`src/inc/pcr_pkg.sv`:
```
package pcr_pkg;
  // register byte addresses
  localparam logic [11:0] ADDR_DEV_CTL2 = 12'h0e8;
  localparam logic [11:0] ADDR_LINK_CAP2 = 12'h0ec;
  localparam logic [11:0] ADDR_LINK_CTL2 = 12'h0f0;
  localparam logic [11:0] ADDR_SLOT_CAP2 = 12'h0f4;
  localparam logic [11:0] ADDR_SLOT_CTL2 = 12'h0f8;
  localparam logic [11:0] ADDR_ERR_HDR = 12'h100;
  localparam logic [11:0] ADDR_UNC_STAT = 12'h104;
  localparam logic [11:0] ADDR_RESET_CTL = 12'h200;

  // device control 2 fields
  localparam int LTR_EN_BIT = 10;
  localparam int OBFF_LO = 13;
  localparam logic [1:0] OBFF_RST = 2'h0;

  // link control 2 fields
  localparam int TLS_LO = 0;
  localparam logic [3:0] TLS_RST = 4'h2;
  localparam int CMPL_EN_BIT = 4;
  localparam int HW_SPD_BIT = 5;
  localparam int DEEMP_BIT = 6;
  localparam int MARGIN_LO = 7;
  localparam int MOD_CMPL_BIT = 10;
  localparam int CMPL_SOS_BIT = 11;
  localparam int CMPL_DEEMP_BIT = 12;
  localparam int CUR_DEEMP_BIT = 16;

  // error reporting header
  localparam logic [15:0] ERR_CAP_ID = 16'h0001;
  localparam logic [3:0] ERR_CAP_VER = 4'h1;
  localparam logic [11:0] ERR_NEXT_PTR = 12'h140;

  // uncorrectable status layout
  localparam logic [31:0] UNC_IMPL_MASK = 32'h003ff031;
  localparam int UNC_TRAIN = 0;
  localparam int UNC_DLP = 4;
  localparam int UNC_SDOWN = 5;
  localparam int UNC_POISON = 12;
  localparam int UNC_FCP = 13;
  localparam int UNC_CTO = 14;
  localparam int UNC_CA = 15;
  localparam int UNC_UCMP = 16;
  localparam int UNC_ROVF = 17;
  localparam int UNC_MALF = 18;
  localparam int UNC_ECRC = 19;
  localparam int UNC_UR = 20;
  localparam int UNC_ACS = 21;

  localparam int RESET_CTL_BIT = 0;

  typedef struct packed {
    logic train;
    logic dlp;
    logic sdown;
    logic poison_rx;
    logic poison_tx;
    logic fcp;
    logic cto;
    logic ca;
    logic ucmp;
    logic rovf;
    logic malf;
    logic ecrc;
    logic ur;
    logic acs;
  } pcr_err_ev_t;

  typedef struct packed {
    logic ltr_enable;
    logic [1:0] obff_enable;
    logic [3:0] target_speed;
    logic enter_compliance;
    logic hardware_speed_change_disable;
    logic deemphasis_select;
    logic [2:0] tx_margin;
    logic modified_compliance;
    logic compliance_sos;
    logic compliance_deemphasis;
  } pcr_ctl_t;
endpackage : pcr_pkg

```
`src/design/pcr_err_flags.sv`:
```
`timescale 1ns/100ps
// sticky write-one-to-clear flags, reset only by power-on reset
module pcr_err_flags #(
  parameter logic [31:0] IMPL = 32'h0
) (
  // clock and power-on reset
  input wire logic clk_sys,
  input wire logic por,
  // event pulses and clear strobes
  input wire logic [31:0] set_vec,
  input wire logic [31:0] clr_vec,
  // flags
  output logic [31:0] flags_r
);
  // set wins over a clear in the same cycle
  always_ff @(posedge clk_sys) begin
    if (por) begin
      flags_r <= 32'h0;
    end else begin
      flags_r <= ((flags_r & ~clr_vec) | set_vec) & IMPL;
    end
  end
endmodule : pcr_err_flags

```
`src/design/pcr_cfg_regs.sv`:
```
`timescale 1ns/100ps
// Summary of operation
// - two-bit buffer flush enable field, read-write, resets to zero
// - deemphasis select reads 0 upstream, 1 downstream after reset
// - error header low half reads 0001h
// - error header bits 19:16 read version 1h
// - error header next pointer reads 140h
// - training error sets status bit 0, resets to zero
// - data link protocol error sets bit 4
// - surprise down sets bit 5, downstream ports only
// - poisoned packet received or generated sets bit 12
// - flow control protocol error sets bit 13
// - completion timeout sets bit 14
// - completer abort sets bit 15
// - unexpected completion sets bit 16
// - receiver overflow sets bit 17
// - malformed packet sets bit 18
// - end-to-end crc error sets bit 19
// - unsupported request sets bit 20
// - access control violation sets bit 21
module pcr_cfg_regs #(
  parameter bit DOWNSTREAM = 1'b0
) (
  // clock and resets
  input wire logic clk_sys,
  input wire logic reset,
  input wire logic por,
  // apb slave
  input wire logic psel,
  input wire logic penable,
  input wire logic pwrite,
  input wire logic [11:0] paddr,
  input wire logic [31:0] pwdata,
  input wire logic [3:0] pstrb,
  output logic [31:0] prdata,
  output logic pready,
  output logic pslverr,
  // error events, one-cycle pulses from port logic
  input wire pcr_pkg::pcr_err_ev_t err_ev,
  input wire logic cur_deemphasis,
  // control outputs
  output pcr_pkg::pcr_ctl_t ctl,
  output logic [31:0] unc_status
);
  logic wr_en;
  logic rd_en;
  logic [31:0] wmask;
  logic [31:0] wval;
  logic [31:0] set_vec;
  logic [31:0] clr_vec;
  logic [31:0] rdata_nxt;
  logic hit;
  logic soft_reset_r;
  logic cfg_rst;
  logic ltr_en_r;
  logic [1:0] obff_en_r;
  logic [3:0] tls_r;
  logic cmpl_en_r;
  logic hw_spd_r;
  logic deemp_r;
  logic [2:0] margin_r;
  logic mod_cmpl_r;
  logic cmpl_sos_r;
  logic cmpl_deemp_r;

  function automatic logic [31:0] lane_mask(input logic [3:0] s);
    lane_mask = {{8{s[3]}}, {8{s[2]}}, {8{s[1]}}, {8{s[0]}}};
  endfunction : lane_mask

  // zero-wait slave: access phase completes in one cycle
  assign pready = 1'b1;
  assign wr_en = psel & penable & pwrite;
  assign rd_en = psel & penable & ~pwrite;
  assign wmask = lane_mask(pstrb);
  assign wval = pwdata & wmask;

  // a software reset clears plain registers but not sticky ones
  assign cfg_rst = reset | soft_reset_r;

  always_ff @(posedge clk_sys) begin
    if (reset) begin
      soft_reset_r <= 1'b0;
    end else begin
      soft_reset_r <= wr_en && paddr == pcr_pkg::ADDR_RESET_CTL
        && wval[pcr_pkg::RESET_CTL_BIT];
    end
  end

  // device control 2
  always_ff @(posedge clk_sys) begin
    if (cfg_rst) begin
      ltr_en_r <= 1'b0;
      obff_en_r <= pcr_pkg::OBFF_RST;
    end else if (wr_en && paddr == pcr_pkg::ADDR_DEV_CTL2) begin
      if (wmask[pcr_pkg::LTR_EN_BIT]) begin
        ltr_en_r <= pwdata[pcr_pkg::LTR_EN_BIT];
      end
      if (wmask[pcr_pkg::OBFF_LO]) begin
        obff_en_r <= pwdata[pcr_pkg::OBFF_LO +: 2];
      end
    end
  end

  // link control 2, sticky fields survive all but power-on reset
  always_ff @(posedge clk_sys) begin
    if (por) begin
      tls_r <= pcr_pkg::TLS_RST;
      cmpl_en_r <= 1'b0;
      margin_r <= 3'h0;
      mod_cmpl_r <= 1'b0;
      cmpl_sos_r <= 1'b0;
      cmpl_deemp_r <= 1'b0;
    end else if (wr_en && paddr == pcr_pkg::ADDR_LINK_CTL2) begin
      if (wmask[pcr_pkg::TLS_LO]) begin
        tls_r <= pwdata[pcr_pkg::TLS_LO +: 4];
        cmpl_en_r <= pwdata[pcr_pkg::CMPL_EN_BIT];
      end
      if (wmask[pcr_pkg::MARGIN_LO]) begin
        margin_r[0] <= pwdata[pcr_pkg::MARGIN_LO];
      end
      if (wmask[pcr_pkg::MOD_CMPL_BIT]) begin
        margin_r[2:1] <= pwdata[pcr_pkg::MARGIN_LO + 1 +: 2];
        mod_cmpl_r <= pwdata[pcr_pkg::MOD_CMPL_BIT];
        cmpl_sos_r <= pwdata[pcr_pkg::CMPL_SOS_BIT];
        cmpl_deemp_r <= pwdata[pcr_pkg::CMPL_DEEMP_BIT];
      end
    end
  end

  always_ff @(posedge clk_sys) begin
    if (cfg_rst) begin
      hw_spd_r <= 1'b0;
    end else if (wr_en && paddr == pcr_pkg::ADDR_LINK_CTL2
        && wmask[pcr_pkg::HW_SPD_BIT]) begin
      hw_spd_r <= pwdata[pcr_pkg::HW_SPD_BIT];
    end
  end

  // read-only, fixed by port direction
  always_ff @(posedge clk_sys) begin
    if (cfg_rst) begin
      deemp_r <= DOWNSTREAM;
    end
  end

  // event to status bit mapping
  always_comb begin
    set_vec = 32'h0;
    set_vec[pcr_pkg::UNC_TRAIN] = err_ev.train;
    set_vec[pcr_pkg::UNC_DLP] = err_ev.dlp;
    set_vec[pcr_pkg::UNC_SDOWN] = err_ev.sdown & DOWNSTREAM;
    set_vec[pcr_pkg::UNC_POISON] = err_ev.poison_rx | err_ev.poison_tx;
    set_vec[pcr_pkg::UNC_FCP] = err_ev.fcp;
    set_vec[pcr_pkg::UNC_CTO] = err_ev.cto;
    set_vec[pcr_pkg::UNC_CA] = err_ev.ca;
    set_vec[pcr_pkg::UNC_UCMP] = err_ev.ucmp;
    set_vec[pcr_pkg::UNC_ROVF] = err_ev.rovf;
    set_vec[pcr_pkg::UNC_MALF] = err_ev.malf;
    set_vec[pcr_pkg::UNC_ECRC] = err_ev.ecrc;
    set_vec[pcr_pkg::UNC_UR] = err_ev.ur;
    set_vec[pcr_pkg::UNC_ACS] = err_ev.acs;
  end

  assign clr_vec = (wr_en && paddr == pcr_pkg::ADDR_UNC_STAT) ? wval : 32'h0;

  pcr_err_flags #(
    .IMPL(pcr_pkg::UNC_IMPL_MASK)
  ) i_pcr_err_flags (
    .clk_sys(clk_sys),
    .por(por),
    .set_vec(set_vec),
    .clr_vec(clr_vec),
    .flags_r(unc_status)
  );

  // read mux; unmapped words read zero
  always_comb begin
    rdata_nxt = 32'h0;
    hit = 1'b1;
    unique case (paddr)
      pcr_pkg::ADDR_DEV_CTL2: begin
        rdata_nxt[pcr_pkg::LTR_EN_BIT] = ltr_en_r;
        rdata_nxt[pcr_pkg::OBFF_LO +: 2] = obff_en_r;
      end
      pcr_pkg::ADDR_LINK_CTL2: begin
        rdata_nxt[pcr_pkg::TLS_LO +: 4] = tls_r;
        rdata_nxt[pcr_pkg::CMPL_EN_BIT] = cmpl_en_r;
        rdata_nxt[pcr_pkg::HW_SPD_BIT] = hw_spd_r;
        rdata_nxt[pcr_pkg::DEEMP_BIT] = deemp_r;
        rdata_nxt[pcr_pkg::MARGIN_LO +: 3] = margin_r;
        rdata_nxt[pcr_pkg::MOD_CMPL_BIT] = mod_cmpl_r;
        rdata_nxt[pcr_pkg::CMPL_SOS_BIT] = cmpl_sos_r;
        rdata_nxt[pcr_pkg::CMPL_DEEMP_BIT] = cmpl_deemp_r;
        rdata_nxt[pcr_pkg::CUR_DEEMP_BIT] = cur_deemphasis;
      end
      pcr_pkg::ADDR_ERR_HDR: begin
        rdata_nxt = {pcr_pkg::ERR_NEXT_PTR, pcr_pkg::ERR_CAP_VER,
          pcr_pkg::ERR_CAP_ID};
      end
      pcr_pkg::ADDR_UNC_STAT: begin
        rdata_nxt = unc_status & pcr_pkg::UNC_IMPL_MASK;
      end
      pcr_pkg::ADDR_LINK_CAP2, pcr_pkg::ADDR_SLOT_CAP2, pcr_pkg::ADDR_SLOT_CTL2,
      pcr_pkg::ADDR_RESET_CTL: begin
        rdata_nxt = 32'h0;
      end
      default: begin
        hit = 1'b0;
      end
    endcase
  end

  // read data registered at the setup edge, valid during the access phase
  always_ff @(posedge clk_sys) begin
    if (reset) begin
      prdata <= 32'h0;
    end else if (psel && !penable && !pwrite) begin
      prdata <= rdata_nxt;
    end
  end

  // unmapped addresses complete with an error, nothing stored
  assign pslverr = psel & penable & ~hit;

  always_comb begin
    ctl.ltr_enable = ltr_en_r;
    ctl.obff_enable = obff_en_r;
    ctl.target_speed = tls_r;
    ctl.enter_compliance = cmpl_en_r;
    ctl.hardware_speed_change_disable = hw_spd_r;
    ctl.deemphasis_select = deemp_r;
    ctl.tx_margin = margin_r;
    ctl.modified_compliance = mod_cmpl_r;
    ctl.compliance_sos = cmpl_sos_r;
    ctl.compliance_deemphasis = cmpl_deemp_r;
  end
endmodule : pcr_cfg_regs

```
`config.mk`:
```
export PLATFORM = sky130hd
export DESIGN_NAME = pcr_cfg_regs
export DESIGN_NICKNAME = d
export VERILOG_FILES = /design/src/inc/pcr_pkg.sv /design/src/design/pcr_err_flags.sv /design/src/design/pcr_cfg_regs.sv
export SDC_FILE = /design/constraint.sdc
export NUM_CORES = 1
export LEC_CHECK = 0
export ABC_AREA = 1
export BUFFER_PORTS_ARGS = -buffer_cell sky130_fd_sc_hd__buf_2
export CORE_ASPECT_RATIO = 0.5
export CORE_MARGIN = 3
export CORE_UTILIZATION = 44
export CTS_CLUSTER_DIAMETER = 40
export DETAILED_ROUTE_END_ITERATION = 6
export PLACE_DENSITY = 0.83
export REMOVE_ABC_BUFFERS = 1
export SLEW_MARGIN = 20
export SYNTH_ARGS = -nofsm -noshare
export SYNTH_HDL_FRONTEND = slang
export SYNTH_SLANG_ARGS = --single-unit
```
`constraint.sdc`:
```
create_clock -name clk_sys -period 1.3 [get_ports clk_sys]
set_input_delay 0.195 -clock clk_sys [delete_from_list [all_inputs] [get_ports clk_sys]]
set_output_delay 0.195 -clock clk_sys [all_outputs]
set_load 0.005 [all_outputs]
```
# Word-level counts from Yosys, hierarchy flattened
# Cells that the tools add are included.
# word_totals
in_bits,69
reg_bits,61
out_inout_bits,82
word_cells,54
# op_classes
muxes,9
n_bitwise,10
reduce_logical,14
n_eq_ne,8
# ops
cell,count
"== test 12 x 8 -> 1 bit, second input constant",5
AND 22 bit,2
case mux 10 bit (3 select lines),1
"== test 12 x 9 -> 1 bit, second input constant",2
case mux 12 bit (2 select lines),1
two-way mux 22 bit,1
inverter 22 bit,1
bitwise OR 22 bit,1
"== test 12 x 10 -> 1 bit, second input constant",1
logical AND 1 bit,8
case mux 2 bit (2 select lines),2
OR reduction 8 bit,1
AND reduction 2 bit,3
AND 1 bit,3
case mux 1 bit (3 select lines),1
zero test 1 bit,2
two-way mux 1 bit,2
bitwise OR 1 bit,2
case mux 1 bit (2 select lines),1
inverter 1 bit,1

# Longest topological paths before layout
# Gate-level depths: netlist of the first run.
# logic_depth
depth_word,7
ltp_mapped,10

# Cells and area by module
# A second synthesis of the first run with hierarchy kept.
# unflattened
hier_cells,444
area_unflattened_um2,2869.0
# by_module_without_submodules
mod,area_each_um2,cells_each,seq_area_each_um2,n_inst
pcr_cfg_regs,2202.1,358,760.7,1
pcr_err_flags,666.9,86,260.2,1

# Least setup slack after synthesis of the first run
# Ideal clock, no wire load.
# synth_path
path_type,input-to-reg
from,input paddr[1]
to,register i_pcr_err_flags.flags_r[0]
required_ps,1168
stages,6
n_path_buf,0
setup_time_ps,132
setup_slack_ps,221
arrival_time_ps,946
cell_sequence,nor2_4 > nand3_2 > nor2_1 > nand3_2 > o21ai_0 > a21oi_1
# synth_via
elab_chain_cells,6
# synth_lines
item,line_no,source
start: declaration,pcr_cfg_regs.sv:32,"input wire logic [11:0] paddr,"
== test 12 x 9 -> 1 bit,pcr_cfg_regs.sv:164,assign clr_vec = (wr_en && paddr == pcr_pkg::ADDR_UNC_STAT) ? wval : 32'h0;
logical AND 1 bit,pcr_cfg_regs.sv:164,
two-way mux 22 bit,pcr_cfg_regs.sv:164,
inverter 22 bit,pcr_err_flags.sv:20,flags_r <= ((flags_r & ~clr_vec) | set_vec) & IMPL;
AND 22 bit,pcr_err_flags.sv:20,
bitwise OR 22 bit,pcr_err_flags.sv:20,
end signal: assignment,pcr_err_flags.sv:20,
end: declaration,pcr_err_flags.sv:13,output logic [31:0] flags_r
# Every way passes these cells.
# A chain may end at the register's enable or synchronous reset.

# Worst setup path after layout of the first run
# layout_path
from,input paddr[11]
to,output pslverr
# layout_via
elab_chain_cells,5
elab_cells_between_ends,12
classes_between,8 x eq/ne; 1 x mux; 2 x bitwise; 1 x reduce/logical
# layout_lines
item,line_no,source
== test 12 x 10 -> 1 bit (tied with other cells),pcr_cfg_regs.sv:180,unique case (paddr)
OR reduction 8 bit (no source line) (*),-,
two-way mux 1 bit (*),pcr_cfg_regs.sv:180,
inverter 1 bit (*),pcr_cfg_regs.sv:223,assign pslverr = psel & penable & ~hit;
AND 1 bit (*),pcr_cfg_regs.sv:223,
end: declaration,pcr_cfg_regs.sv:37,"output logic pslverr,"
# Mark *: on every way between the ends. The rest lies on a longest branch, timed or not.

==> results of run 1 <==
==> power by group <==
part	internal, mW	switching, mW
Combinational	0.178	0.226
Sequential	1.62	0.0302
Clock	0.897	0.575
Total	2.69	0.832
==> registers in the layout, indices dropped and copies added (netlist names) <==
| name | flops |
|---|---|
| cmpl_deemp_r | 1 |
| mod_cmpl_r | 1 |
| cmpl_en_r | 1 |
| tls_r | 4 |
| obff_en_r | 2 |
| cmpl_sos_r | 1 |
| ltr_en_r | 1 |
| i_pcr_err_flags.flags_r | 13 |
| prdata | 22 |
| soft_reset_r | 1 |
| margin_r | 3 |
| hw_spd_r | 1 |
==> placed cells by master (no fill, tap or decap), drive strengths merged <==
| cell type | n |
|---|---|
| dfxtp | 51 |
| nand4 | 6 |
| bufinv | 1 |
| conb | 30 |
| nand3 | 19 |
| o21a | 1 |
| nand2 | 71 |
| buf | 134 |
| a21oi | 31 |
| o211ai | 2 |
| o21bai | 3 |
| nor2 | 46 |
| clkinvlp | 1 |
| inv | 47 |
| clkbuf | 5 |
| nor3 | 4 |
| o21ai | 38 |
==> routing by layer <==
layer	track usage, %	share of wire (%)	up-vias
li1	-	-	1342
met1	24.0	43	1194
met2	33.0	47	113
met3	5.48	8.2	13
met4	5.02	1.2	0
met5	0	0	-
==> repair_timing <==
| item | CTS | global route |
|---|---|---|
| endpoints found under the setup margin | 1 | 1 |
| gates resized for setup | 4 | 21 |
| pin swaps | 3 | 9 |
| buffers inserted | 3 | 5 |
==> how the worst min path moves through the flow <==
stage	start	to	depth (start not counted)
6_report	pwdata[8]	margin_r[1]	3
5_1_grt	pwdata[11]	cmpl_sos_r	3
4_1_cts	pwdata[8]	margin_r[1]	3
3_5_place_dp	pwdata[3]	tls_r[3]	3
3_3_place_gp	pwdata[1]	tls_r[1]	3
2_1_floorplan	por	i_pcr_err_flags.flags_r[0]	1
==> area by class of cell <==
class                      instances  share of cell area, %
clock buffer                       5                   3.54
clock inverter                     2                   1.06
inverter                          47                   5.21
multi-input combinational        251                   36.7
sequential                        51                   28.9
tap                               73                   2.59
timing repair buffer             134                   22.0
==> worst register-to-register path, stage by stage, from the launching register on <==
cell and delay [ps]:
sky130_fd_sc_hd__dfxtp_1 300, sky130_fd_sc_hd__nor2_1 240, sky130_fd_sc_hd__o21ai_0 160, sky130_fd_sc_hd__nor2_1 110
==> cells by family (layout without fill, tap and decap cells) <==
group                  after synthesis  in the layout  synth area share, %
AOI/OAI and AO/OA                   75             75                 14.8
and+or+nand+nor                    146            146                 27.5
other                                2             30                0.285
DFF                                 51             51                 38.7
buffers and inverters               91            188                 18.7
==> flow_summary.json, run 1 <==
{
  "grt_first_pass_wirelength_mm": 10.6,
  "run_status": "complete, no violations",
  "rows": 19,
  "drive_above_1_share_pct": 36.9,
  "destination_of_the_critical_timing_path": "pslverr",
  "worst_setup_path_startpoint": "paddr[11]",
  "global_route.overflow_total": 0,
  "timing.critical_path.arrival_ps": 1080,
  "core_area_um2": 5630,
  "synth_area_leaders": "sky130_fd_sc_hd__dfxtp_1, sky130_fd_sc_hd__buf_4, sky130_fd_sc_hd__nand2_1, sky130_fd_sc_hd__inv_1, sky130_fd_sc_hd__a21oi_1",
  "regToRegSetupSlack_ps": 430,
  "timing.fmax_mhz": 784,
  "end_kind": "primary output",
  "num-fill-cells": 513,
  "cts_tree": "done",
  "synthMostInstantiatedCell": "sky130_fd_sc_hd__nand2_1",
  "synth.top_cell.area_share_pct": 38.7,
  "cellPowerDensity_nw_per_um2": 998,
  "die_y_um": 60.7,
  "area_growth_pct": 33.8,
  "seq_area_um2": 1020,
  "gp_congestion": 0.860,
  "htree_levels": 2,
  "critical_path_buf_inv_count": 2,
  "postCtsHoldBufs": 0,
  "grt_pass1_vias": 2270,
  "worst_r2r_endpoint": "hw_spd_r",
  "fin_cells": 563,
  "cts-root-buf": "sky130_fd_sc_hd__clkbuf_16",
  "synthesis.area_um2": 2640,
  "synth_top_flop_cell": "sky130_fd_sc_hd__dfxtp_1",
  "finalWorstSetupSlack_ps": 24.4,
  "postLayoutCoreUtil_pct": 62.6,
  "count_of_final_hold_check_violations": 0,
  "start_util_pct": 46.8,
  "grt_max_degree": 29,
  "max-cap-violations": 0,
  "final_critical_path_required_period_ps": 1280,
  "cts.sink_count": 51,
  "final.hold.worst_slack_ps": 122,
  "antenna_violating_nets_post_route": 0,
  "post_synth_most_frequent_cells": "sky130_fd_sc_hd__nand2_1, sky130_fd_sc_hd__dfxtp_1, sky130_fd_sc_hd__inv_1",
  "synthArstFlopShare_pct": 0,
  "groute.usage.overall_pct": 19.1,
  "synth_cells": 365,
  "setup.worst_path.start_class": "input pin",
  "critical_path.cell_chain": "buf_2 > nor2_4 > nand2_1 > nor3_2 > nand2_2 > nand3_2 > nor3_2 > buf_2",
  "num_ports": 151,
  "antenna-diode-count": 0,
  "ir_worst_vdd_v": 0.000584,
  "drt_iter0_drc": 129,
  "yosysSeqAreaShare_pct": 38.7,
  "dpl-instance-area_um2": 3230,
  "cp.required_ps": 1110,
  "leak_nw": 1.89,
  "synth_largest_area_cell": "sky130_fd_sc_hd__dfxtp_1",
  "worstSetupPathDepth": 8,
  "final.setup.tns_ps": 0,
  "multi_input_area_um2": 1290,
  "viasPerCell": 4.73,
  "worst_r2r_path_depth": 3,
  "period_share_pct": 98.1,
  "netlist-cell-type-count": 28,
  "clock_insertion_delay_worst_skew_ps": 290,
  "port-buffer-count": 107,
  "synth_edf_count": 0,
  "worst_clock_skew_ps": 5.53,
  "clkTransAtPathRegs_ps": 70,
  "maxSlewViolCount": 0,
  "cts-buffers-inserted": 5,
  "crit_slowest_cell": "sky130_fd_sc_hd__nor3_2",
  "finalSetupViolCount": 0,
  "wl_mm": 7.07,
  "cts-root-to-sink-buffers": 2,
  "post_route_cell_area_um2": 3530,
  "drc": 0,
  "chipWidth_um": 115,
  "design.die.area_um2": 7020,
  "place_ws_ps": -49.0,
  "crit_path_max_fanout": 3,
  "place_inst": 548,
  "yosys_register_bits": 51,
  "timing.critical_path.max_delay_family": "simple AND/OR/NAND/NOR gates",
  "place_hpwl_mm": 5.26,
  "timing.rr.start": "soft_reset_r",
  "worst_hold_path_type": "input pin to flop",
  "detailroute.via_count": 2662,
  "cpPeakStageDelay_ps": 200,
  "synth.yosys.warnings": 0,
  "detail_route.wl_per_cell_um": 12.6,
  "number_of_antenna_violations_at_the_first_check_in_global_routing": 0,
  "post_synth.cell_area_avg_um2": 7.23,
  "power_mw": 3.52,
  "num-nets-final": 559,
  "drt-pass1-iter-count": 4,
  "path_class": "input pin to primary output"
}
No activity file was read; power rests on OpenSTA's default activity.
==> inputs of run 2 (changes only) <==
--- a/config.mk
+++ b/config.mk
@@ -7,10 +7,11 @@
 export LEC_CHECK = 0
 export ABC_AREA = 1
 export BUFFER_PORTS_ARGS = -buffer_cell sky130_fd_sc_hd__buf_2
-export CORE_ASPECT_RATIO = 0.5
+export CORE_ASPECT_RATIO = 1.5
 export CORE_MARGIN = 3
 export CORE_UTILIZATION = 44
 export CTS_CLUSTER_DIAMETER = 40
+export CTS_CLUSTER_SIZE = 20
 export DETAILED_ROUTE_END_ITERATION = 6
 export PLACE_DENSITY = 0.83
 export REMOVE_ABC_BUFFERS = 1
==> run 2 against run 1 <==
Sequential share of layout area increased by 0.31 points. Total power fell by 9.9%. Final area fell by 1.1%. Clock skew shrank 1.5 ps. Critical path depth is the same. Clock power is 23% lower. Utilization decreased by 0.46 points. Wire length is 1.7% lower. Die area shrank 0.53%. Highest routed layer unchanged.
==> flow_summary.json, run 2 (synthesis gave the netlist of run 1 again) <==
{
  "run_status": "complete, no violations",
  "cts-root-buf": "sky130_fd_sc_hd__clkbuf_8",
  "antenna_violating_nets_post_route": 0,
  "clkTransAtPathRegs_ps": 90,
  "max_flop_register": "prdata",
  "path_class": "input pin to primary output",
  "num-fill-cells": 534,
  "grt_first_pass_wirelength_mm": 11.3,
  "design.die.area_um2": 6980,
  "maxSlewViolCount": 0,
  "final_critical_path_required_period_ps": 1260,
  "detailroute.via_count": 2672,
  "cts-root-to-sink-buffers": 2,
  "grt_use_met3_pct": 5.99,
  "place_hpwl_mm": 5.53,
  "layout_commonest_cell": "sky130_fd_sc_hd__buf_2",
  "mostFrequentLayoutCells": "sky130_fd_sc_hd__buf_2, sky130_fd_sc_hd__nand2_1, sky130_fd_sc_hd__dfxtp_1, sky130_fd_sc_hd__inv_1, sky130_fd_sc_hd__nor2_1",
  "period_share_pct": 97.2,
  "antenna-diode-count": 0,
  "end_kind": "primary output",
  "num_ports": 151,
  "groute.usage.overall_pct": 19.8,
  "grt_setup_unrepaired": "true",
  "crit_path_max_fanout": 4,
  "largest_regs": "prdata x22, i_pcr_err_flags.flags_r x13, tls_r x4",
  "timing.critical_path.arrival_ps": 1070,
  "drive_above_1_share_pct": 36.9,
  "number_of_antenna_violations_at_the_first_check_in_global_routing": 0,
  "rows": 33,
  "detail_route.wl_per_cell_um": 12.4,
  "drt_iter0_drc": 96,
  "final.hold.worst_slack_ps": 111,
  "drt-pass1-iter-count": 4,
  "ir_worst_vdd_v": 0.000780,
  "viasPerCell": 4.76,
  "largest_register_ff_count": 22,
  "cellPowerDensity_nw_per_um2": 909,
  "die_y_um": 101,
  "cp.required_ps": 1110,
  "postLayoutCoreUtil_pct": 62.2,
  "leak_nw": 1.88,
  "clock_insertion_delay_worst_skew_ps": 300,
  "cts-buffers-inserted": 5,
  "max-cap-violations": 0,
  "setup.worst_path.start_class": "input pin",
  "grt_max_degree": 23,
  "gp_congestion": 0.914,
  "grt.busiest_layer": "met2",
  "chipWidth_um": 69.2,
  "count_of_final_hold_check_violations": 0,
  "num-nets-final": 559,
  "cts_tree": "done",
  "gr-usage-met1_pct": 20.0,
  "finalSetupViolCount": 0,
  "worst_hold_path_type": "input pin to flop",
  "multi_input_area_um2": 1300,
  "global_route.overflow_total": 0,
  "start_util_pct": 47.0,
  "area_growth_pct": 32.4,
  "grt.met2_usage_pct": 37.7,
  "wl_mm": 6.95,
  "drc": 0,
  "seq_area_um2": 1020,
  "cts.sink_count": 51,
  "timing.fmax_mhz": 791,
  "worst_clock_skew_ps": 3.99,
  "htree_levels": 2,
  "core_area_um2": 5620,
  "port-buffer-count": 107,
  "grt_pass1_vias": 2506
}
==> run 2: worst paths after layout <==
kind / from / to / slack (ps) / cells past startpoint
worst max-delay path: paddr[1] / pslverr / 40 / 8
worst min-delay path: pwdata[11] / cmpl_sos_r / 110 / 3
worst min register to register: prdata[4] / prdata[4] / 470 / 2
worst max register to register: i_pcr_err_flags.flags_r[16] / prdata[16] / 440 / 4
==> run 2: final cells by class <==
cell class                      instances  area share (%)
Clock inverter                          2            1.00
Timing Repair Buffer                  134            22.4
Tap cell                               70            2.51
Multi-Input combinational cell        251            37.3
Sequential cell                        51            29.2
Inverter                               47            5.20
Clock buffer                            6            2.36
==> run 2: repair_timing <==
item / in CTS / in global routing
hold buffers: 0 / 0
setup buffers: 4 / 4
pin swaps: 6 / 12
resized for setup: 10 / 18
endpoints found under the setup margin: 1 / 1
==> run 2: worst max-delay path, cell delays in order <==
cell and delay, ps:
sky130_fd_sc_hd__buf_6 100, sky130_fd_sc_hd__nor2_4 190, sky130_fd_sc_hd__nand3_4 130, sky130_fd_sc_hd__nor2_8 160, sky130_fd_sc_hd__nand2_8 60, sky130_fd_sc_hd__nand3_2 60, sky130_fd_sc_hd__nor3_2 50, sky130_fd_sc_hd__buf_2 120
==> run 2: routing by layer <==
metal / vias to the layer above / routed length, um
met5: - / 0
met4: 0 / 140
met3: 13 / 528
met2: 106 / 3720
met1: 1211 / 2560
li1: 1342 / -
==> run 2: per-stage QoR <==
stage / instances / worst slack (ps) / TNS (ps) / cell area (um2) / power, mW
3_5_place_dp: 545 / -114 / -1530 / 3230 / 2.06
5_1_grt: 561 / -16.1 / -16.1 / 3490 / 3.32
3_3_place_gp: 545 / -90.5 / -672 / 3230 / 2.05
2_1_floorplan: 349 / -490 / -8640 / 2430 / 1.83
4_1_cts: 557 / 2.99 / 0 / 3410 / 3.19
6_report: 561 / 36.5 / 0 / 3490 / 3.17
==> run 2: power by group <==
part,internal (mW),switching [mW],leakage [nW]
registers,1.61,0.0299,0.417
clock network,0.623,0.504,0.0612
logic,0.178,0.224,1.40
total,2.41,0.759,1.88
